===== config.mk =====
export PLATFORM = sky130hd
export DESIGN_NAME = adcc_ctrl
export DESIGN_NICKNAME = d
export VERILOG_FILES = /design/src/rtl/adcc_pkg.sv /design/src/rtl/adcc_ctrl.sv
export SDC_FILE = /design/constraint.sdc
export NUM_CORES = 1
export LEC_CHECK = 0
export ABC_AREA = 1
export BUFFER_PORTS_ARGS = -buffer_cell sky130_fd_sc_hd__buf_2
export CAP_MARGIN = 15
export CORE_AREA = 5 5 77 72
export DETAILED_ROUTE_END_ITERATION = 16
export DIE_AREA = 0 0 82 77
export HOLD_SLACK_MARGIN = 0.05
export PLACE_DENSITY = 0.81
export SYNTH_ARGS = -nofsm -noshare
export SYNTH_HDL_FRONTEND = slang
export SYNTH_SLANG_ARGS = --single-unit

===== constraint.sdc =====
create_clock -name clk_sys_i -period 4.3 [get_ports clk_sys_i]
set_clock_uncertainty 0.15 [all_clocks]
set_input_delay 0.86 -clock clk_sys_i [delete_from_list [all_inputs] [get_ports clk_sys_i]]
set_output_delay 0.86 -clock clk_sys_i [all_outputs]
set_load 0.03 [all_outputs]

===== src/rtl/adcc_pkg.sv =====
// Constants, types and register map of the converter control block
//------------------------------------------------------------------
// Contract
// - Six analog-enable bits each make one port pin analog; top two bits read zero.
// - Pin 0 priority: external interrupt first, then analog channel 0, then digital.
// - Reference bit 0 uses supply, shared pin digital; 1 takes reference from pin.
// - Clock-rate code: 00 divide 4 default, 01 by 1, 10 by 16, 11 by 2.
// - Writing 1 to the run bit starts converting the selected channel.
// - Only completion clears the run bit; software writing 0 does nothing.
// - Power bit 0 switches off the resistor reference; 1 keeps converter on.
// - Channel codes 000 to 101 pick inputs 0 to 5; 110, 111 pick none.
// - Reference function beats digital I/O on the shared reference pin when selected.
// - On completion result bits 9 to 2 load into the high result buffer.
// - Completion also clears the run bit and sets the done flag.
// - High result buffer is read-only; writes leave it unchanged.
// - Low result buffer holds result bits 1 and 0, read-only.
// - Low result buffer bits 7 to 2 always read zero.
// - Done flag at status bit 6, set by hardware, cleared only by software.
//------------------------------------------------------------------
package adcc_pkg;

  localparam logic [7:0] ADCC_OFS_PIN_SEL  = 8'h05;
  localparam logic [7:0] ADCC_OFS_CTRL     = 8'h06;
  localparam logic [7:0] ADCC_OFS_RES_HIGH = 8'h08;
  localparam logic [7:0] ADCC_OFS_RES_LOW  = 8'h09;
  localparam logic [7:0] ADCC_OFS_STATUS   = 8'h0A;
  localparam logic [7:0] ADCC_OFS_MASK     = 8'h0B;

  localparam int ADCC_BIT_REF_SEL  = 7;
  localparam int ADCC_BIT_DIV_HI   = 6;
  localparam int ADCC_BIT_DIV_LO   = 5;
  localparam int ADCC_BIT_RUN      = 4;
  localparam int ADCC_BIT_POWER    = 3;
  localparam int ADCC_BIT_CHAN_HI  = 2;
  localparam int ADCC_BIT_DONE     = 6;

  localparam logic [7:0] ADCC_RST_PIN_SEL = 8'h00;
  localparam logic [7:0] ADCC_RST_CTRL    = 8'h00;
  localparam logic [7:0] ADCC_RST_STATUS  = 8'h00;
  localparam logic [7:0] ADCC_RST_MASK    = 8'h00;
  localparam logic [7:0] ADCC_PIN_SEL_USED = 8'h3F;
  localparam logic [7:0] ADCC_STATUS_USED  = 8'h40;

  localparam logic [1:0] ADCC_DIV_CODE_4  = 2'h0;
  localparam logic [1:0] ADCC_DIV_CODE_1  = 2'h1;
  localparam logic [1:0] ADCC_DIV_CODE_16 = 2'h2;
  localparam logic [1:0] ADCC_DIV_CODE_2  = 2'h3;
  localparam logic [3:0] ADCC_DIV_TERM_4  = 4'h3;
  localparam logic [3:0] ADCC_DIV_TERM_1  = 4'h0;
  localparam logic [3:0] ADCC_DIV_TERM_16 = 4'hF;
  localparam logic [3:0] ADCC_DIV_TERM_2  = 4'h1;
  localparam logic [2:0] ADCC_CHAN_LAST   = 3'h5;

  typedef enum logic [1:0] {ADCC_PIN0_DIGITAL, ADCC_PIN0_ANALOG, ADCC_PIN0_EXT_INT} adcc_pin0_t;

  typedef struct packed {
    logic       power_on;
    logic       ref_ext;
    logic       start;
    logic       clk_en;
    logic       channel_valid;
    logic [2:0] channel;
  } adcc_core_ctrl_t;

  typedef struct packed {
    logic       done;
    logic [9:0] data;
  } adcc_core_res_t;

endpackage : adcc_pkg


===== src/rtl/adcc_ctrl.sv =====
// Converter control block: registers, clock prescaler, start/done handshake, pins
//
// Decided for this implementation: the plain strobed port.
`timescale 1ns/1ps
module adcc_ctrl
  import adcc_pkg::*;
(
  input  wire logic            clk_sys_i,
  input  wire logic            rstn_i,
  input  wire logic [7:0]      addr_i,
  input  wire logic [7:0]      wdata_i,
  input  wire logic            wr_i,
  input  wire logic            rd_i,
  output logic      [7:0]      rdata_o,
  input  wire logic            ext_int_en_i,
  input  wire adcc_core_res_t  core_res_i,
  output adcc_core_ctrl_t      core_ctrl_o,
  output logic      [5:0]      analog_enable_o,
  output adcc_pin0_t           pin0_func_o,
  output logic                 ref_pin_digital_o,
  output logic      [9:0]      result_o,
  output logic                 irq_o
);

  //----------------------------------------------------------------
  // Register storage
  //----------------------------------------------------------------
  logic [7:0] pin_sel;
  logic [7:0] ctrl;
  logic [7:0] res_high;
  logic [1:0] res_low;
  logic [7:0] status;
  logic [7:0] mask;
  logic [3:0] div_cnt;
  logic [3:0] div_term;
  logic       done_ev;
  logic       wr_ctrl;
  logic       start_req;
  logic       rd_status;

  function automatic logic [3:0] div_terminal(input logic [1:0] code);
    case (code)
      ADCC_DIV_CODE_1:  div_terminal = ADCC_DIV_TERM_1;
      ADCC_DIV_CODE_16: div_terminal = ADCC_DIV_TERM_16;
      ADCC_DIV_CODE_2:  div_terminal = ADCC_DIV_TERM_2;
      default:          div_terminal = ADCC_DIV_TERM_4;
    endcase
  endfunction : div_terminal

  function automatic logic sel(input logic [7:0] a, input logic [7:0] ofs);
    sel = (a == ofs);
  endfunction : sel

  assign div_term  = div_terminal(ctrl[ADCC_BIT_DIV_HI:ADCC_BIT_DIV_LO]);
  assign done_ev   = core_res_i.done && ctrl[ADCC_BIT_RUN];
  assign wr_ctrl   = wr_i && sel(addr_i, ADCC_OFS_CTRL);
  assign start_req = wr_ctrl && wdata_i[ADCC_BIT_RUN] && !ctrl[ADCC_BIT_RUN];
  assign rd_status = rd_i && sel(addr_i, ADCC_OFS_STATUS);

  //----------------------------------------------------------------
  // Pin select register
  //----------------------------------------------------------------
  always_ff @(posedge clk_sys_i or negedge rstn_i) begin
    if (!rstn_i) begin
      pin_sel <= ADCC_RST_PIN_SEL;
    end else if (wr_i && sel(addr_i, ADCC_OFS_PIN_SEL)) begin
      pin_sel <= wdata_i & ADCC_PIN_SEL_USED;
    end
  end

  chk_pin_sel_write: assert property (
    @(posedge clk_sys_i) disable iff (!rstn_i)
    wr_i && addr_i == ADCC_OFS_PIN_SEL |=> pin_sel == ($past(wdata_i) & ADCC_PIN_SEL_USED))
    else $error("pin select write wrong or top bits kept");

  //----------------------------------------------------------------
  // Control register
  //----------------------------------------------------------------
  // Run bit: a written 0 is dropped, completion is the only way down
  always_ff @(posedge clk_sys_i or negedge rstn_i) begin
    if (!rstn_i) begin
      ctrl <= ADCC_RST_CTRL;
    end else begin
      if (wr_ctrl) begin
        ctrl[7:5] <= wdata_i[7:5];
        ctrl[3:0] <= wdata_i[3:0];
      end
      if (start_req) begin
        ctrl[ADCC_BIT_RUN] <= 1'b1;
      end else if (done_ev) begin
        ctrl[ADCC_BIT_RUN] <= 1'b0;
      end
    end
  end

  chk_run_zero_write: assert property (
    @(posedge clk_sys_i) disable iff (!rstn_i)
    wr_ctrl && !wdata_i[ADCC_BIT_RUN] && ctrl[ADCC_BIT_RUN] && !done_ev |=> ctrl[ADCC_BIT_RUN])
    else $error("software write of zero cleared the run bit");

  chk_start_only_idle: assert property (
    @(posedge clk_sys_i) disable iff (!rstn_i)
    core_ctrl_o.start |-> !$past(ctrl[ADCC_BIT_RUN]))
    else $error("start issued while a conversion was running");

  //----------------------------------------------------------------
  // Result buffers
  //----------------------------------------------------------------
  // No write path exists, so both buffers are read-only
  always_ff @(posedge clk_sys_i or negedge rstn_i) begin
    if (!rstn_i) begin
      res_high <= 8'h00;
      res_low  <= 2'h0;
    end else if (done_ev) begin
      res_high <= core_res_i.data[9:2];
      res_low  <= core_res_i.data[1:0];
    end
  end

  always_ff @(posedge clk_sys_i or negedge rstn_i) begin
    if (!rstn_i) begin
      result_o <= 10'h000;
    end else if (done_ev) begin
      result_o <= {core_res_i.data[9:2], core_res_i.data[1:0]};
    end
  end

  chk_low_load: assert property (
    @(posedge clk_sys_i) disable iff (!rstn_i)
    done_ev |=> res_low == $past(core_res_i.data[1:0]))
    else $error("low buffer not loaded on completion");

  chk_buffers_read_only: assert property (
    @(posedge clk_sys_i) disable iff (!rstn_i)
    !done_ev |=> $stable(res_high) && $stable(res_low))
    else $error("result buffer changed without completion");

  chk_result_join: assert property (
    @(posedge clk_sys_i) disable iff (!rstn_i)
    done_ev |=> result_o == {res_high, res_low})
    else $error("full result differs from the buffers");

  //----------------------------------------------------------------
  // Status and mask
  //----------------------------------------------------------------
  // Completion in the same cycle as a clearing read wins
  always_ff @(posedge clk_sys_i or negedge rstn_i) begin
    if (!rstn_i) begin
      status <= ADCC_RST_STATUS;
    end else if (done_ev) begin
      status[ADCC_BIT_DONE] <= 1'b1;
    end else if (rd_status) begin
      status <= ADCC_RST_STATUS;
    end
  end

  chk_done_stays: assert property (
    @(posedge clk_sys_i) disable iff (!rstn_i)
    status[ADCC_BIT_DONE] && !rd_status |=> status[ADCC_BIT_DONE])
    else $error("done flag dropped without a status read");

  chk_done_no_set: assert property (
    @(posedge clk_sys_i) disable iff (!rstn_i)
    !status[ADCC_BIT_DONE] && !done_ev |=> !status[ADCC_BIT_DONE])
    else $error("done flag set without completion");

  chk_done_read_clear: assert property (
    @(posedge clk_sys_i) disable iff (!rstn_i)
    rd_status && !done_ev |=> !status[ADCC_BIT_DONE])
    else $error("status read did not clear the done flag");

  chk_set_beats_clear: assert property (
    @(posedge clk_sys_i) disable iff (!rstn_i)
    rd_status && done_ev |=> status[ADCC_BIT_DONE])
    else $error("completion lost against a clearing read");

  // Mask bit 6 doubles as the wake enable for completion
  always_ff @(posedge clk_sys_i or negedge rstn_i) begin
    if (!rstn_i) begin
      mask <= ADCC_RST_MASK;
    end else if (wr_i && sel(addr_i, ADCC_OFS_MASK)) begin
      mask <= wdata_i & ADCC_STATUS_USED;
    end
  end

  chk_mask_write: assert property (
    @(posedge clk_sys_i) disable iff (!rstn_i)
    wr_i && addr_i == ADCC_OFS_MASK |=> mask == ($past(wdata_i) & ADCC_STATUS_USED))
    else $error("mask write wrong");

  always_ff @(posedge clk_sys_i or negedge rstn_i) begin
    if (!rstn_i) begin
      irq_o <= 1'b0;
    end else begin
      irq_o <= |(status & mask);
    end
  end

  // One cycle behind the flag, so the output stays a clean register
  chk_irq_level: assert property (
    @(posedge clk_sys_i) disable iff (!rstn_i)
    1'b1 |=> irq_o == (|$past(status & mask)))
    else $error("interrupt level does not follow masked status");

  //----------------------------------------------------------------
  // Read port
  //----------------------------------------------------------------
  // Data stand for one cycle only; unmapped addresses read zero
  always_ff @(posedge clk_sys_i or negedge rstn_i) begin
    if (!rstn_i) begin
      rdata_o <= 8'h00;
    end else if (rd_i) begin
      case (addr_i)
        ADCC_OFS_PIN_SEL:  rdata_o <= pin_sel;
        ADCC_OFS_CTRL:     rdata_o <= ctrl;
        ADCC_OFS_RES_HIGH: rdata_o <= res_high;
        ADCC_OFS_RES_LOW:  rdata_o <= {6'h00, res_low};
        ADCC_OFS_STATUS:   rdata_o <= status;
        ADCC_OFS_MASK:     rdata_o <= mask;
        default:           rdata_o <= 8'h00;
      endcase
    end else begin
      rdata_o <= 8'h00;
    end
  end

  chk_status_read: assert property (
    @(posedge clk_sys_i) disable iff (!rstn_i)
    rd_status |=> rdata_o == $past(status))
    else $error("status read returned the wrong value");

  //----------------------------------------------------------------
  // Converter clock prescaler
  //----------------------------------------------------------------
  // Compare with >= so a smaller code taking effect mid-count recovers
  always_ff @(posedge clk_sys_i or negedge rstn_i) begin
    if (!rstn_i) begin
      div_cnt <= 4'h0;
    end else if (div_cnt >= div_term) begin
      div_cnt <= 4'h0;
    end else begin
      div_cnt <= div_cnt + 4'h1;
    end
  end

  // Writes abort these, since a new code may land mid-count
  chk_div1_period: assert property (
    @(posedge clk_sys_i) disable iff (!rstn_i || wr_i)
    core_ctrl_o.clk_en && ctrl[6:5] == ADCC_DIV_CODE_1 |=> core_ctrl_o.clk_en)
    else $error("divide by one period wrong");

  chk_div2_period: assert property (
    @(posedge clk_sys_i) disable iff (!rstn_i || wr_i)
    core_ctrl_o.clk_en && ctrl[6:5] == ADCC_DIV_CODE_2 && div_cnt == 4'h0
    |=> !core_ctrl_o.clk_en ##1 core_ctrl_o.clk_en)
    else $error("divide by two period wrong");

  chk_div16_period: assert property (
    @(posedge clk_sys_i) disable iff (!rstn_i || wr_i)
    core_ctrl_o.clk_en && ctrl[6:5] == ADCC_DIV_CODE_16 && div_cnt == 4'h0
    |=> !core_ctrl_o.clk_en [*8] ##1 !core_ctrl_o.clk_en [*7] ##1 core_ctrl_o.clk_en)
    else $error("divide by sixteen period wrong");

  //----------------------------------------------------------------
  // Core control and pin functions
  //----------------------------------------------------------------
  always_ff @(posedge clk_sys_i or negedge rstn_i) begin
    if (!rstn_i) begin
      core_ctrl_o <= '0;
    end else begin
      core_ctrl_o.clk_en        <= (div_cnt >= div_term);
      core_ctrl_o.start         <= start_req;
      core_ctrl_o.power_on      <= ctrl[ADCC_BIT_POWER];
      core_ctrl_o.ref_ext       <= ctrl[ADCC_BIT_REF_SEL];
      core_ctrl_o.channel       <= ctrl[ADCC_BIT_CHAN_HI:0];
      core_ctrl_o.channel_valid <= (ctrl[ADCC_BIT_CHAN_HI:0] <= ADCC_CHAN_LAST);
    end
  end

  chk_power_follow: assert property (
    @(posedge clk_sys_i) disable iff (!rstn_i)
    1'b1 |=> core_ctrl_o.power_on == $past(ctrl[ADCC_BIT_POWER]))
    else $error("power control not passed to the core");

  chk_chan_valid: assert property (
    @(posedge clk_sys_i) disable iff (!rstn_i)
    ctrl[ADCC_BIT_CHAN_HI:0] <= ADCC_CHAN_LAST
    |=> core_ctrl_o.channel_valid && core_ctrl_o.channel == $past(ctrl[ADCC_BIT_CHAN_HI:0]))
    else $error("defined channel not selected");

  chk_ref_pin_release: assert property (
    @(posedge clk_sys_i) disable iff (!rstn_i)
    !ctrl[ADCC_BIT_REF_SEL] |=> ref_pin_digital_o && !core_ctrl_o.ref_ext)
    else $error("supply reference not selected");

  // Pin 0 carries the external interrupt too, which outranks analog
  always_ff @(posedge clk_sys_i or negedge rstn_i) begin
    if (!rstn_i) begin
      analog_enable_o   <= 6'h00;
      pin0_func_o       <= ADCC_PIN0_DIGITAL;
      ref_pin_digital_o <= 1'b1;
    end else begin
      analog_enable_o[5:1] <= pin_sel[5:1];
      analog_enable_o[0]   <= pin_sel[0] && !ext_int_en_i;
      if (ext_int_en_i) begin
        pin0_func_o <= ADCC_PIN0_EXT_INT;
      end else if (pin_sel[0]) begin
        pin0_func_o <= ADCC_PIN0_ANALOG;
      end else begin
        pin0_func_o <= ADCC_PIN0_DIGITAL;
      end
      ref_pin_digital_o <= !ctrl[ADCC_BIT_REF_SEL];
    end
  end

  chk_analog_follow: assert property (
    @(posedge clk_sys_i) disable iff (!rstn_i)
    1'b1 |=> analog_enable_o[5:1] == $past(pin_sel[5:1]))
    else $error("analog enables do not follow pin select");

  chk_pin0_analog: assert property (
    @(posedge clk_sys_i) disable iff (!rstn_i)
    !ext_int_en_i && pin_sel[0] |=> analog_enable_o[0] && pin0_func_o == ADCC_PIN0_ANALOG)
    else $error("analog lost pin 0 to digital");

  chk_pin0_digital: assert property (
    @(posedge clk_sys_i) disable iff (!rstn_i)
    !ext_int_en_i && !pin_sel[0] |=> !analog_enable_o[0] && pin0_func_o == ADCC_PIN0_DIGITAL)
    else $error("pin 0 not left as digital");

  //----------------------------------------------------------------
  // Checks
  //----------------------------------------------------------------
  chk_run_start_pulse: assert property (
    @(posedge clk_sys_i) disable iff (!rstn_i)
    start_req |=> core_ctrl_o.start && ctrl[ADCC_BIT_RUN] ##1 !core_ctrl_o.start)
    else $error("run write did not start a conversion");

  chk_run_clear_done: assert property (
    @(posedge clk_sys_i) disable iff (!rstn_i)
    $fell(ctrl[ADCC_BIT_RUN]) |-> $past(core_res_i.done))
    else $error("run bit cleared without completion");

  chk_result_high_load: assert property (
    @(posedge clk_sys_i) disable iff (!rstn_i)
    done_ev |=> res_high == $past(core_res_i.data[9:2]) && !ctrl[ADCC_BIT_RUN])
    else $error("high buffer not loaded on completion");

  chk_done_flag_set: assert property (
    @(posedge clk_sys_i) disable iff (!rstn_i)
    done_ev |=> status[ADCC_BIT_DONE] ##1 irq_o == $past(mask[ADCC_BIT_DONE]))
    else $error("done flag or interrupt missing");

  chk_low_read_zero: assert property (
    @(posedge clk_sys_i) disable iff (!rstn_i)
    rd_i && addr_i == ADCC_OFS_RES_LOW
    |=> rdata_o[7:2] == 6'h00 && rdata_o[1:0] == $past(res_low))
    else $error("low buffer upper bits not zero");

  chk_pin0_priority: assert property (
    @(posedge clk_sys_i) disable iff (!rstn_i)
    ext_int_en_i |=> !analog_enable_o[0] && pin0_func_o == ADCC_PIN0_EXT_INT)
    else $error("external interrupt lost pin 0");

  chk_div4_period: assert property (
    @(posedge clk_sys_i) disable iff (!rstn_i || wr_i)
    core_ctrl_o.clk_en && ctrl[6:5] == ADCC_DIV_CODE_4 && div_cnt == 4'h0
    |=> !core_ctrl_o.clk_en [*3] ##1 core_ctrl_o.clk_en)
    else $error("divide by four period wrong");

  chk_chan_invalid: assert property (
    @(posedge clk_sys_i) disable iff (!rstn_i)
    ctrl[2:1] == 2'h3 |=> !core_ctrl_o.channel_valid)
    else $error("undefined channel flagged valid");

  chk_ref_pin_follow: assert property (
    @(posedge clk_sys_i) disable iff (!rstn_i)
    ctrl[ADCC_BIT_REF_SEL] |=> !ref_pin_digital_o && core_ctrl_o.ref_ext)
    else $error("reference pin not taken over");

endmodule : adcc_ctrl


## After elaboration in Yosys (flattened, before gate mapping)

Index checks and enable logic that the tools add are counted.

| operators by class | value |
|---|---|
| $add $sub $neg | 1 |
| $lt $le $gt $ge | 2 |
| equal/unequal tests | 9 |
| multiplexer cells | 10 |
| bitwise operators | 1 |
| reduce and logical (&&, ||, !) cells | 14 |

Operators with widths:

| kind | count |
|---|---|
| 8-bit one-hot mux with 6 select lines | 1 |
| 8-bit by 4-bit equality test with 1-bit output (second input constant) | 4 |
| 8-bit by 3-bit equality test with 1-bit output (second input constant) | 2 |
| 4-bit one-hot mux with 3 select lines | 1 |
| 1-bit logical AND | 8 |
| 8-bit 2-to-1 mux | 1 |
| 8-bit OR reduction | 1 |
| 7-bit AND | 1 |
| 7-bit 2-to-1 mux | 1 |
| 4-bit by 1-bit adder with 4-bit output (second input constant) | 1 |
| 2-bit equality test (second input constant) | 2 |
| 4-bit >= comparator | 1 |
| 1-bit 2-to-1 mux | 4 |
| 4-bit 2-to-1 mux | 1 |
| 2-bit nonzero test | 2 |
| 3-bit <= comparator (second input constant) | 1 |
| 1-bit logical NOT | 3 |
| 2-bit by 1-bit equality test with 1-bit output (second input constant) | 1 |
| 2-bit 2-to-1 mux | 1 |

| word-level totals | value |
|---|---|
| register bits after elaboration | 66 |
| input bits | 32 |
| output and inout bits | 36 |
| logic and storage cells | 57 |

## Logic depth before layout (Yosys ltp)

Gate-level depths: netlist of the first run.

| depth | value |
|---|---|
| depth after elaboration | 5 |
| gate-level depth with buffers | 8 |

## Least setup slack after synthesis of the first run

Ideal clock, no wire load.

| timing | value |
|---|---|
| kind | input -> register |
| from | input addr_i[3] |
| to | register ctrl[7] |
| arrival | 1.525 ns |
| required time | 4.032 ns |
| setup slack | 2.507 ns |
| cell stages on the path | 7 |
| path buffers | 1 |
| cell sequence | inv_1 nand2_2 nor2_8 nand2_4 nor2_8 buf_12 o21ai_2 |

| between the ends | value |
|---|---|
| longest elaborated chain between the ends | 2 |

Ends and longest elaborated chain:

| element | line | RTL |
|---|---|---|
| start, declared | adcc_ctrl.sv:10 | `input wire logic [7:0] addr_i,` |
| 8-bit by 3-bit equality test with 1-bit output | adcc_ctrl.sv:51 | `sel = (a == ofs);` |
| 1-bit logical AND | adcc_ctrl.sv:56 | `assign wr_ctrl = wr_i && sel(addr_i, ADCC_OFS_CTRL);` |
| end signal, assigned | adcc_ctrl.sv:85 | `ctrl[7:5] <= wdata_i[7:5];` |
| end, declared | adcc_ctrl.sv:29 | `logic [7:0] ctrl;` |

No other way between the ends.
A chain may end at the register's enable or synchronous reset.

## Worst setup path in the final report of the first run

| timing | value |
|---|---|
| from | register ref_pin_digital_o |
| to | output ref_pin_digital_o |

RTL lines:

| element | line | RTL |
|---|---|---|
| start, declared | adcc_ctrl.sv:20 | `output logic ref_pin_digital_o,` |
| start signal, assigned | adcc_ctrl.sv:312 | `ref_pin_digital_o <= !ctrl[ADCC_BIT_REF_SEL];` |

No word-level cell between the ends.

==> results of run 1 <==
==> state kept, by name, indices dropped and copies added, names as in the netlist <==
register / cells
pin_sel: 6
status: 1
irq_o: 1
ctrl: 8
ref_pin_digital_o: 1
div_cnt: 4
pin0_func_o: 2
core_ctrl_o: 8
analog_enable_o: 5
res_high: 8
res_low: 1
rdata_o: 8
mask: 1
result_o: 1
==> placed cells by master (no fill, tap or decap), drive strengths merged, types with 2 or more instances in the layout <==
| cell type | n |
|---|---|
| inv | 22 |
| ha | 5 |
| dfrtp | 54 |
| clkbuf | 6 |
| mux2 | 10 |
| o21ai | 15 |
| nor2 | 31 |
| a21oi | 2 |
| nand2 | 47 |
| nand3 | 30 |
| buf | 68 |
| clkinv | 2 |
==> layer usage <==
layer  vias up  share of wire, %  GRT usage [%]
met5         -                 0              0
met1       837                44          20.89
met4         0               1.3          5.980
li1        876                 -              -
met3         6               7.8          3.630
met2        64                47          26.66
==> area by class of cell <==
class | count | area, µm²
clock buffer | 6 | 72.57
clock inverter | 2 | 17.52
fill | 402 | 1866
inverter | 22 | 82.58
multi-input combinational | 147 | 844.6
sequential | 55 | 1378
tap | 65 | 81.33
timing repair buffer | 68 | 342.8
==> power groups by stage <==
stage | Combinational [W] | Sequential, W | Clock, W
finish | 0.000205 | 0.000591 | 0.000278
detailed placement | 0.000208 | 0.000601 | 0
global route | 0.000233 | 0.000596 | 0.000308
global placement | 0.000201 | 0.000600 | 0
floorplan | 0.0000956 | 0.000636 | 0
CTS | 0.000209 | 0.000590 | 0.000283
==> worst min-delay path by stage <==
| stage | end | slack (ns) |
|---|---|---|
| finish | analog_enable_o[4] | 0.24 |
| floorplan | analog_enable_o[4] | 0.20 |
| detailed placement | core_ctrl_o[6] | 0.22 |
| CTS | core_ctrl_o[6] | 0.24 |
| global route | analog_enable_o[4] | 0.26 |
| global placement | core_ctrl_o[6] | 0.21 |
==> logic make-up after synthesis <==
| logic type | synth area share (%) |
|---|---|
| buffers and inverters | 5.582 |
| adder cells (fa/ha/maj) | 2.658 |
| AND/OR/NAND/NOR | 23.29 |
| multiplexers | 4.785 |
| XOR/XNOR | 0.7444 |
| AO/OA/AOI/OAI | 4.413 |
| flip-flops | 58.53 |
==> per-stage QoR <==
stage          setup slack, ns  util, %  instances  total power, W
6_report                 2.272    60.18        365        0.001073
5_1_grt                  2.185    60.18        365        0.001137
4_1_cts                  2.261    60.18        365        0.001082
3_5_place_dp             2.021    58.25        357       0.0008089
3_3_place_gp             2.115    58.25        357       0.0008010
2_1_floorplan            2.507        -        230       0.0007320
==> metrics, run 1 <==
crit-path cells buf_2; data arrival time at the worst-slack endpoint 1.02 ns; row count 24; Worst Setup SP ref_pin_digital_o; root buf cell clkbuf_8; clk sinks 55; critical path startpoint category flip-flop; IR drop worst, VDD 0.0002681 V; top cell type by total area after synthesis dfrtp_1; IO buf count 67; WP depth 1; final instance area 2819 µm²; TritonCTS Buffers 5; Post-synth EDFFs 0; distinct cell type count after synthesis 28; first-pass GRT wire length between 7000 and 8000 µm; Comb power frac 19.1%; CP endpoint kind primary output; reg2reg setup slack between 2 and 3 ns; count leader, synth dfrtp_1; Post-Synthesis Cells between 200 and 250; critical path's slowest cell dfstp_2; FF-to-FF path depth 6; die width 82 µm; Worst Hold Depth 0; CP max FO 1; share of cells above drive strength 1 between 30% and 40%; Worst Max-Slew Pin Slew 0.4867 ns; IO Count 68; synthesized area 2354 µm²; top cell type's share of synthesized area between 50% and 60%; # Post-CTS Setup Buffers 0; sequential power share 55.0%; vias 1783; final wirelength 4703 µm; worst r2r src ctrl[5]; maximum clock rate 493.1 MHz; DP Wirelength 3695 µm; ys flop type dfrtp_1; WP data required 3.29 ns; Syn Area/Cell 10.23 µm²; Area growth, synth to finish 19.78%; initial antenna violation count 0; Area after DPL between 2000 and 3000 µm²; fin nets between 300 and 400; Clock power frac 25.9%; GPL Wtd Cong 0.8817; most common library cells after synthesis dfrtp_1, nand2_1, nand3_1; final global-route overflow total 0; Max Slew Vio Count 0; Starting Density between 50% and 60%; post-synthesis register bit count 55; final setup fails 0; vias in the first global route 1761; Skew-Pair Late Insertion Delay about 0.31 ns; TritonCTS clock tree built; wire length per cell around 13 µm; die height between 70 and 80 µm; Synth Net Count approximately 270; Buf/Inv on CP 1; Final Hold Violating Endpoints 0; Post-CTS Resized 0; Placeable Area 4684 µm²; Clock Path Buffers 2; clock transition at the registers of the reported paths 0.10 ns; fraction of registers with async set/reset 100.0%; DR DRC count 0; Final ANT Viol Nets 0; hold-fix buffers at CTS 0; fin crit share between 40% and 50%; Internal 0.0007496 W; Sw Ratio 30.14%; status completed; H-tree depth 2; P per Cell Area 380.7 nW/µm²; WHS 0.2425 ns; Max-Cap Viols 0; yosys warns 0; die footprint 6314 µm²; Tmin final 2.028 ns; Top delay family on crit path flip-flops; largest net degree at the start of global routing 35; Seq/Total Area, Yosys 58.53%; Global Route Usage Sum 16.30%; first-pass iteration count of the detailed router 4; setup TNS 0 ns; 1st-iter DRT viols 136; hold_sp pin_sel[4]; vias per cell 4.885; critical path capture point ref_pin_digital_o; ant diodes 0; CP max stage delay 0.53 ns; Leak Pwr 1.595 nW; Hold Crit Class reg -> reg; NetSw 0.0003235 W; max_slew headroom roughly 67%; Reg-to-Reg End div_cnt[0]; unrepaired setup endpoints after global routing false; ranking of synthesized cells by area dfrtp_1, nand3_1, nand2_1, mux2_2, nor2_1; Setup Crit Path Kind reg -> out
(Power assumes the default switching activity.)
==> run 2, diff against run 1 <==
CORE_AREA = 5 5 82 76   (was 5 5 77 72)
DIE_AREA = 0 0 87 81   (was 0 0 82 77)
PLACE_DENSITY = 0.75   (was 0.81)
clock period = 1.8 ns   (was 4.3 ns; I/O delays follow)
==> run 2 against run 1 <==
Largest power group unchanged. Cell area grew 3.2%. Sequential cell count is the same. Combinational power grew 150%.
==> metrics, run 2 (synthesis results as in run 1) <==
WP depth 6 (was 1); maximum clock rate 625.6 MHz; first-pass GRT wire length 8880 µm (was 7914 µm); Final ANT Viol Nets 0 (unchanged); crit-path cells inv_1 -> nand2_1 -> ha_1 -> a21oi_1 -> nand3_1 -> nor2_1 (was buf_2); Top delay family on crit path simple AND/OR/NAND/NOR gates (was flip-flops); CP max FO 5 (was 1); ant diodes 0 (unchanged); 1st-iter DRT viols 127 (was 136); die width 87 µm (was 82 µm); Area growth, synth to finish 23.55% (was 19.78%); Area after DPL 2766 µm² (was 2729 µm²); Clock power frac 30.9% (was 25.9%); hold-fix buffers at CTS 2 (was 0); vias 1812 (was 1783); NetSw 0.0008000 W (was 0.0003235 W); first-pass iteration count of the detailed router 4 (unchanged); setup TNS 0 ns (unchanged); IR drop worst, VDD 0.0005222 V (was 0.0002681 V); Placeable Area 5224 µm² (was 4684 µm²); Tmin final 1.598 ns; final wirelength 5142 µm (was 4703 µm); final setup fails 0 (unchanged); vias in the first global route 1839 (was 1761); fin crit share 88.80%; Sw Ratio 28.79% (was 30.14%); M1 WL 2245 µm (was 2059 µm); Max-Cap Viols 0 (unchanged); FF-to-FF path depth 6 (unchanged); data arrival time at the worst-slack endpoint 1.69 ns (was 1.02 ns); max_slew headroom 64.54% (was 67.48%); Starting Density 45.05% (was 50.24%); IO buf count 67 (unchanged); sequential power share 50.8% (was 55.0%); Buf/Inv on CP 1 (unchanged); most common cell after layout, fill and taps aside buf_2 (unchanged); Skew-Pair Late Insertion Delay 0.31 ns (about the same); WP data required 1.89 ns (was 3.29 ns); Max Slew Vio Count 0 (unchanged); row count 25 (was 24); clock transition at the registers of the reported paths 0.10 ns (about the same); IO Count 68 (unchanged); TritonCTS Buffers 5 (unchanged); wire length per cell 13.82 µm (was 12.88 µm); final std cells w/o fill 372 (was 365); CP max stage delay 0.42 ns (was 0.53 ns); Setup Crit Path Kind reg -> reg (was reg -> out); Clock Path Buffers 2 (unchanged); share of cells above drive strength 1 36.07% (was 35.33%); P per Cell Area 955.8 nW/µm² (was 380.7 nW/µm²); most frequent cells in the layout buf_2, dfrtp_1, nand2_1 (unchanged); top sig layer met4 (unchanged); final instance area 2908 µm² (was 2819 µm²); met3 wire length 425 µm (was 366 µm); GPL Wtd Cong 0.8771 (was 0.8817); # Post-CTS Setup Buffers 0 (unchanged); die footprint 7047 µm² (was 6314 µm²); initial antenna violation count 0 (unchanged); Worst Max-Slew Pin Slew 0.5306 ns (was 0.4867 ns); placed insts 362 (was 357); root buf cell clkbuf_8 (unchanged); DP Wirelength 4092 µm (was 3695 µm); Leak Pwr 1.640 nW (was 1.595 nW); DR DRC count 0 (unchanged); CP endpoint kind flip-flop (was primary output); critical path's slowest cell dfrtp_1 (was dfstp_2); WL met2 2409 µm (was 2216 µm); critical path startpoint category flip-flop (unchanged); largest net degree at the start of global routing 22 (was 35); Worst Hold Depth 2 (was 0); status completed (unchanged); Post-CTS Resized 0 (unchanged); Internal 0.001979 W (was 0.0007496 W); Final Hold Violating Endpoints 0 (unchanged); vias per cell 4.871 (was 4.885); clk sinks 55 (unchanged); Hold Crit Class in -> reg (was reg -> reg); H-tree depth 2 (unchanged); final global-route overflow total 0 (unchanged); TritonCTS clock tree built (unchanged); Global Route Usage Sum 16.04% (was 16.30%); fin nets 341 (was 336); Comb power frac 18.3% (was 19.1%); unrepaired setup endpoints after global routing false (unchanged); die height 81 µm (was 77 µm)
==> run 2: layout make-up <==
| type | instances | area [µm²] |
|---|---|---|
| flip-flops and latches | 55 | 1378 |
| clock buffers | 6 | 82.58 |
| repair buffers | 73 | 397.9 |
| well taps | 67 | 83.83 |
| fillers | 462 | 2316 |
| multi-input cells | 147 | 844.6 |
| inverters | 22 | 82.58 |
| clock inverters | 2 | 38.79 |
==> run 2: worst paths after layout <==
| check | startpoint | endpoint | slack [ns] |
|---|---|---|---|
| min reg2reg | pin_sel[4] | analog_enable_o[4] | 0.23 |
| max reg2reg | ctrl[5] | div_cnt[1] | 0.20 |
| max in group asynchronous | rstn_i | status[6] | 0.51 |
| min in group asynchronous | rstn_i | core_ctrl_o[1] | 0.38 |
| max | ctrl[5] | div_cnt[1] | 0.20 |
| min | core_res_i[10] | ctrl[4] | 0.07 |
==> run 2: worst register-to-register path: cells and delay by family (launching register included) <==
family	cells	cell delay, ns
buffers and inverters	1	0.10
AO/OA/AOI/OAI	1	0.13
adder cells (fa/ha/maj)	1	0.32
AND/OR/NAND/NOR	3	0.42
flip-flops	1	0.42
==> run 2: stage by stage <==
step	total power (W)	setup slack [ns]	utilization (%)	hold WS, ns
3_3_place_gp	0.001927	0.2033	52.96	0.1856
4_1_cts	0.002807	0.1809	55.66	0.06718
3_5_place_dp	0.001951	0.1762	52.96	0.1928
5_1_grt	0.002930	0.04008	55.66	0.08205
6_report	0.002779	0.2016	55.66	0.07310
2_1_floorplan	0.001749	0.3700	-	-0.08559
==> run 2: power by group through the flow <==
stage          sequential (W)  combinational (W)  clock, W
2_1_floorplan         0.00152           0.000228         0
3_3_place_gp          0.00143           0.000494         0
3_5_place_dp          0.00144           0.000514         0
4_1_cts               0.00141           0.000520  0.000875
5_1_grt               0.00143           0.000571  0.000929
6_report              0.00141           0.000509  0.000858
==> run 2: routing by layer <==
layer | global-route usage [%] | vias to the layer above
li1 | - | 893
met1 | 21.68 | 851
met2 | 25.19 | 61
met3 | 4.564 | 7
met4 | 4.673 | 0
met5 | 0 | -
==> run 3, diff against run 2 <==
BUFFER_PORTS_ARGS = not set   (was -buffer_cell sky130_fd_sc_hd__buf_2)
CORE_AREA = 5 5 77 72   (was 5 5 82 76)
CTS_BUF_LIST = sky130_fd_sc_hd__clkbuf_16   (was not set)
DIE_AREA = 0 0 82 77   (was 0 0 87 81)
DONT_BUFFER_PORTS = 1   (was not set)
PLACE_DENSITY = 0.71   (was 0.75)
==> run 3 against run 2 <==
The flow now finishes with violations (hold timing). Register-to-register slack about the same. Core utilization rose by 0.59 points. Power shrank 1.7%. Critical path type unchanged. Wire length is 8.1% lower. Final cell count down 17%. First-iteration DRC count fell by 17%. Hold slack got worse by 0.46 ns. Non-clock buffer count decreased by 62. Sequential share of layout area up 4.9 points. Sequential cell count is the same. Critical path depth unchanged.
==> metrics, run 3 (synthesis results as in run 1) <==
met3 usage in global routing 5.386% (was 4.564%); setup TNS 0 ns (unchanged); Area growth, synth to finish 11.96% (was 23.55%); crit-path cells inv_1 -> nand2_1 -> ha_1 -> a21oi_1 -> nand3_1 -> nor2_1 (unchanged); failing checks hold timing; vias 1596 (was 1812); ant diodes 0 (unchanged); die footprint 6314 µm² (was 7047 µm²); Clock Path Buffers 2 (unchanged); Worst Max-Slew Pin Slew 0.5314 ns (was 0.5306 ns); Skew-Pair Late Insertion Delay 0.28 ns (was 0.31 ns); most common cell after layout, fill and taps aside dfrtp_1 (was buf_2); critical path capture point div_cnt[1] (unchanged); final global-route overflow total 0 (unchanged); most frequent cells in the layout dfrtp_1, nand2_1, nand3_1 (was buf_2, dfrtp_1, nand2_1); die width 82 µm (was 87 µm); largest net degree at the start of global routing 56 (was 22); Tmin final 1.590 ns (was 1.598 ns); met2 GRT Util 25.53% (was 25.19%); IR drop worst, VDD 0.0006626 V (was 0.0005222 V); wire length per cell 15.33 µm (was 13.82 µm); fin nets 279 (was 341); met1 Usage GRT 22.50% (was 21.68%); fin crit share 88.31% (was 88.80%); Placeable Area 4684 µm² (was 5224 µm²); final std cells w/o fill 308 (was 372); Buf/Inv on CP 1 (unchanged); final setup fails 0 (unchanged); Global Route Usage Sum 16.77% (was 16.04%); row count 24 (was 25); placed insts 290 (was 362); IO buf count 0 (was 67); critical path's slowest cell dfrtp_1 (unchanged); WHS -0.3839 ns (was 0.07310 ns); TritonCTS clock tree built (unchanged); GPL Wtd Cong 0.7443 (was 0.8771); final wirelength 4723 µm (was 5142 µm); Starting Density 50.24% (was 45.05%); hold-fix buffers at CTS 10 (was 2); TritonCTS Buffers 5 (unchanged); critical path startpoint category flip-flop (unchanged); Reg-to-Reg End div_cnt[1] (unchanged); vias in the first global route 1680 (was 1839); max_slew headroom 64.60% (was 64.54%); final core utilization 56.25% (was 55.66%); root buf cell clkbuf_16 (was clkbuf_8); first-pass iteration count of the detailed router 4 (unchanged); GRT Max-Usage Layer met2 (unchanged); reg2reg setup slack 0.21 ns (was 0.20 ns); worst r2r src ctrl[5] (unchanged); Hold Crit Class in -> async (was in -> reg); Setup Crit Path Kind reg -> reg (unchanged); clock transition at the registers of the reported paths 0.07 ns (was 0.10 ns); P per Cell Area 1037 nW/µm² (was 955.8 nW/µm²); # fillers 428 (was 462); Max Slew Vio Count 0 (unchanged); Final Hold Violating Endpoints 55 (was 0); maximum clock rate 629.1 MHz (was 625.6 MHz); WP data required 1.87 ns (was 1.89 ns); vias per cell 5.182 (was 4.871); unrepaired setup endpoints after global routing false (unchanged); CP max stage delay 0.41 ns (was 0.42 ns); WP depth 6 (unchanged); Top delay family on crit path flip-flops (was simple AND/OR/NAND/NOR gates); Leak Pwr 1.366 nW (was 1.640 nW); H-tree depth 2 (unchanged); Final ANT Viol Nets 0 (unchanged); 1st-iter DRT viols 105 (was 127); die height 77 µm (was 81 µm); initial antenna violation count 0 (unchanged); Worst Setup SP ctrl[5] (unchanged); CP max FO 5 (unchanged); DP Wirelength 3541 µm (was 4092 µm); first-pass GRT wire length 8148 µm (was 8880 µm); status finished, violations left (was completed); CP endpoint kind flip-flop (unchanged); DR DRC count 0 (unchanged); IO Count 68 (unchanged); share of cells above drive strength 1 16.05% (was 36.07%); data arrival time at the worst-slack endpoint 1.66 ns (was 1.69 ns); Max-Cap Viols 0 (unchanged); FF-to-FF path depth 6 (unchanged); clk sinks 55 (unchanged)
-- run 3: cell count changes in the layout (fill, tap and decap cells not counted), sizes merged --
| cell | delta |
|---|---|
| clkinv | +1 |
| buf | -70 |
| bufinv | -1 |
| dlygate4sd3 | +8 |
| clkbuf | -1 |
| clkinvlp | +1 |
-- run 3: worst register-to-register path: stages, from the launching register on --
cell     delay [ns]
dfrtp_1        0.41
inv_1          0.09
nand2_1        0.08
ha_1           0.32
a21oi_1        0.17
nand3_1        0.19
nor2_1         0.13
-- run 3: layout make-up --
| type | count | area, µm² | area share [%] |
|---|---|---|---|
| Sequential cell | 55 | 1378 | 52.28 |
| Multi-Input combinational cell | 147 | 844.6 | 32.05 |
| Clock buffer | 5 | 125.1 | 4.748 |
| Timing Repair Buffer | 11 | 107.6 | 4.084 |
| Inverter | 22 | 82.58 | 3.134 |
| Tap cell | 65 | 81.33 | 3.086 |
| Clock inverter | 3 | 16.27 | 0.6173 |
-- run 3: per-layer routing --
layer	vias up	part of all wire [%]
met5	-	0
met4	0	0.87
met3	5	8.4
met2	60	49
met1	763	42
li1	768	-
-- run 3: worst min-delay path by stage --
stage                 from  slack, ns                 end
floorplan           rstn_i      -0.09  analog_enable_o[1]
global placement    rstn_i      -0.08      core_ctrl_o[0]
detailed placement  rstn_i      -0.08      core_ctrl_o[2]
CTS                 rstn_i      -0.39  analog_enable_o[2]
global route        rstn_i      -0.40  analog_enable_o[2]
finish              rstn_i      -0.38          rdata_o[7]
-- run 3: timing repair --
item / 4_1_cts / 5_1_grt
setup buffers: 0 / 0
endpoints found under the hold margin: 70 / 55
resized for setup: 0 / 0
-- run 3: report_power, final --
part           internal, W  leakage (nW)  total (W)  switching (W)
clock             0.000508        0.0710   0.000912       0.000404
combinational     0.000129         0.600   0.000291       0.000161
sequential         0.00134         0.695    0.00153       0.000190
-- run 3: through the flow --
stage               power [W]  setup WS (ns)  instance area (µm²)
detailed placement   0.001822         0.2101                 2394
global placement     0.001804         0.2751                 2394
global route         0.002874        0.08408                 2635
CTS                  0.002759         0.1881                 2635
finish               0.002732         0.2104                 2635
floorplan            0.001749         0.3700                 2354
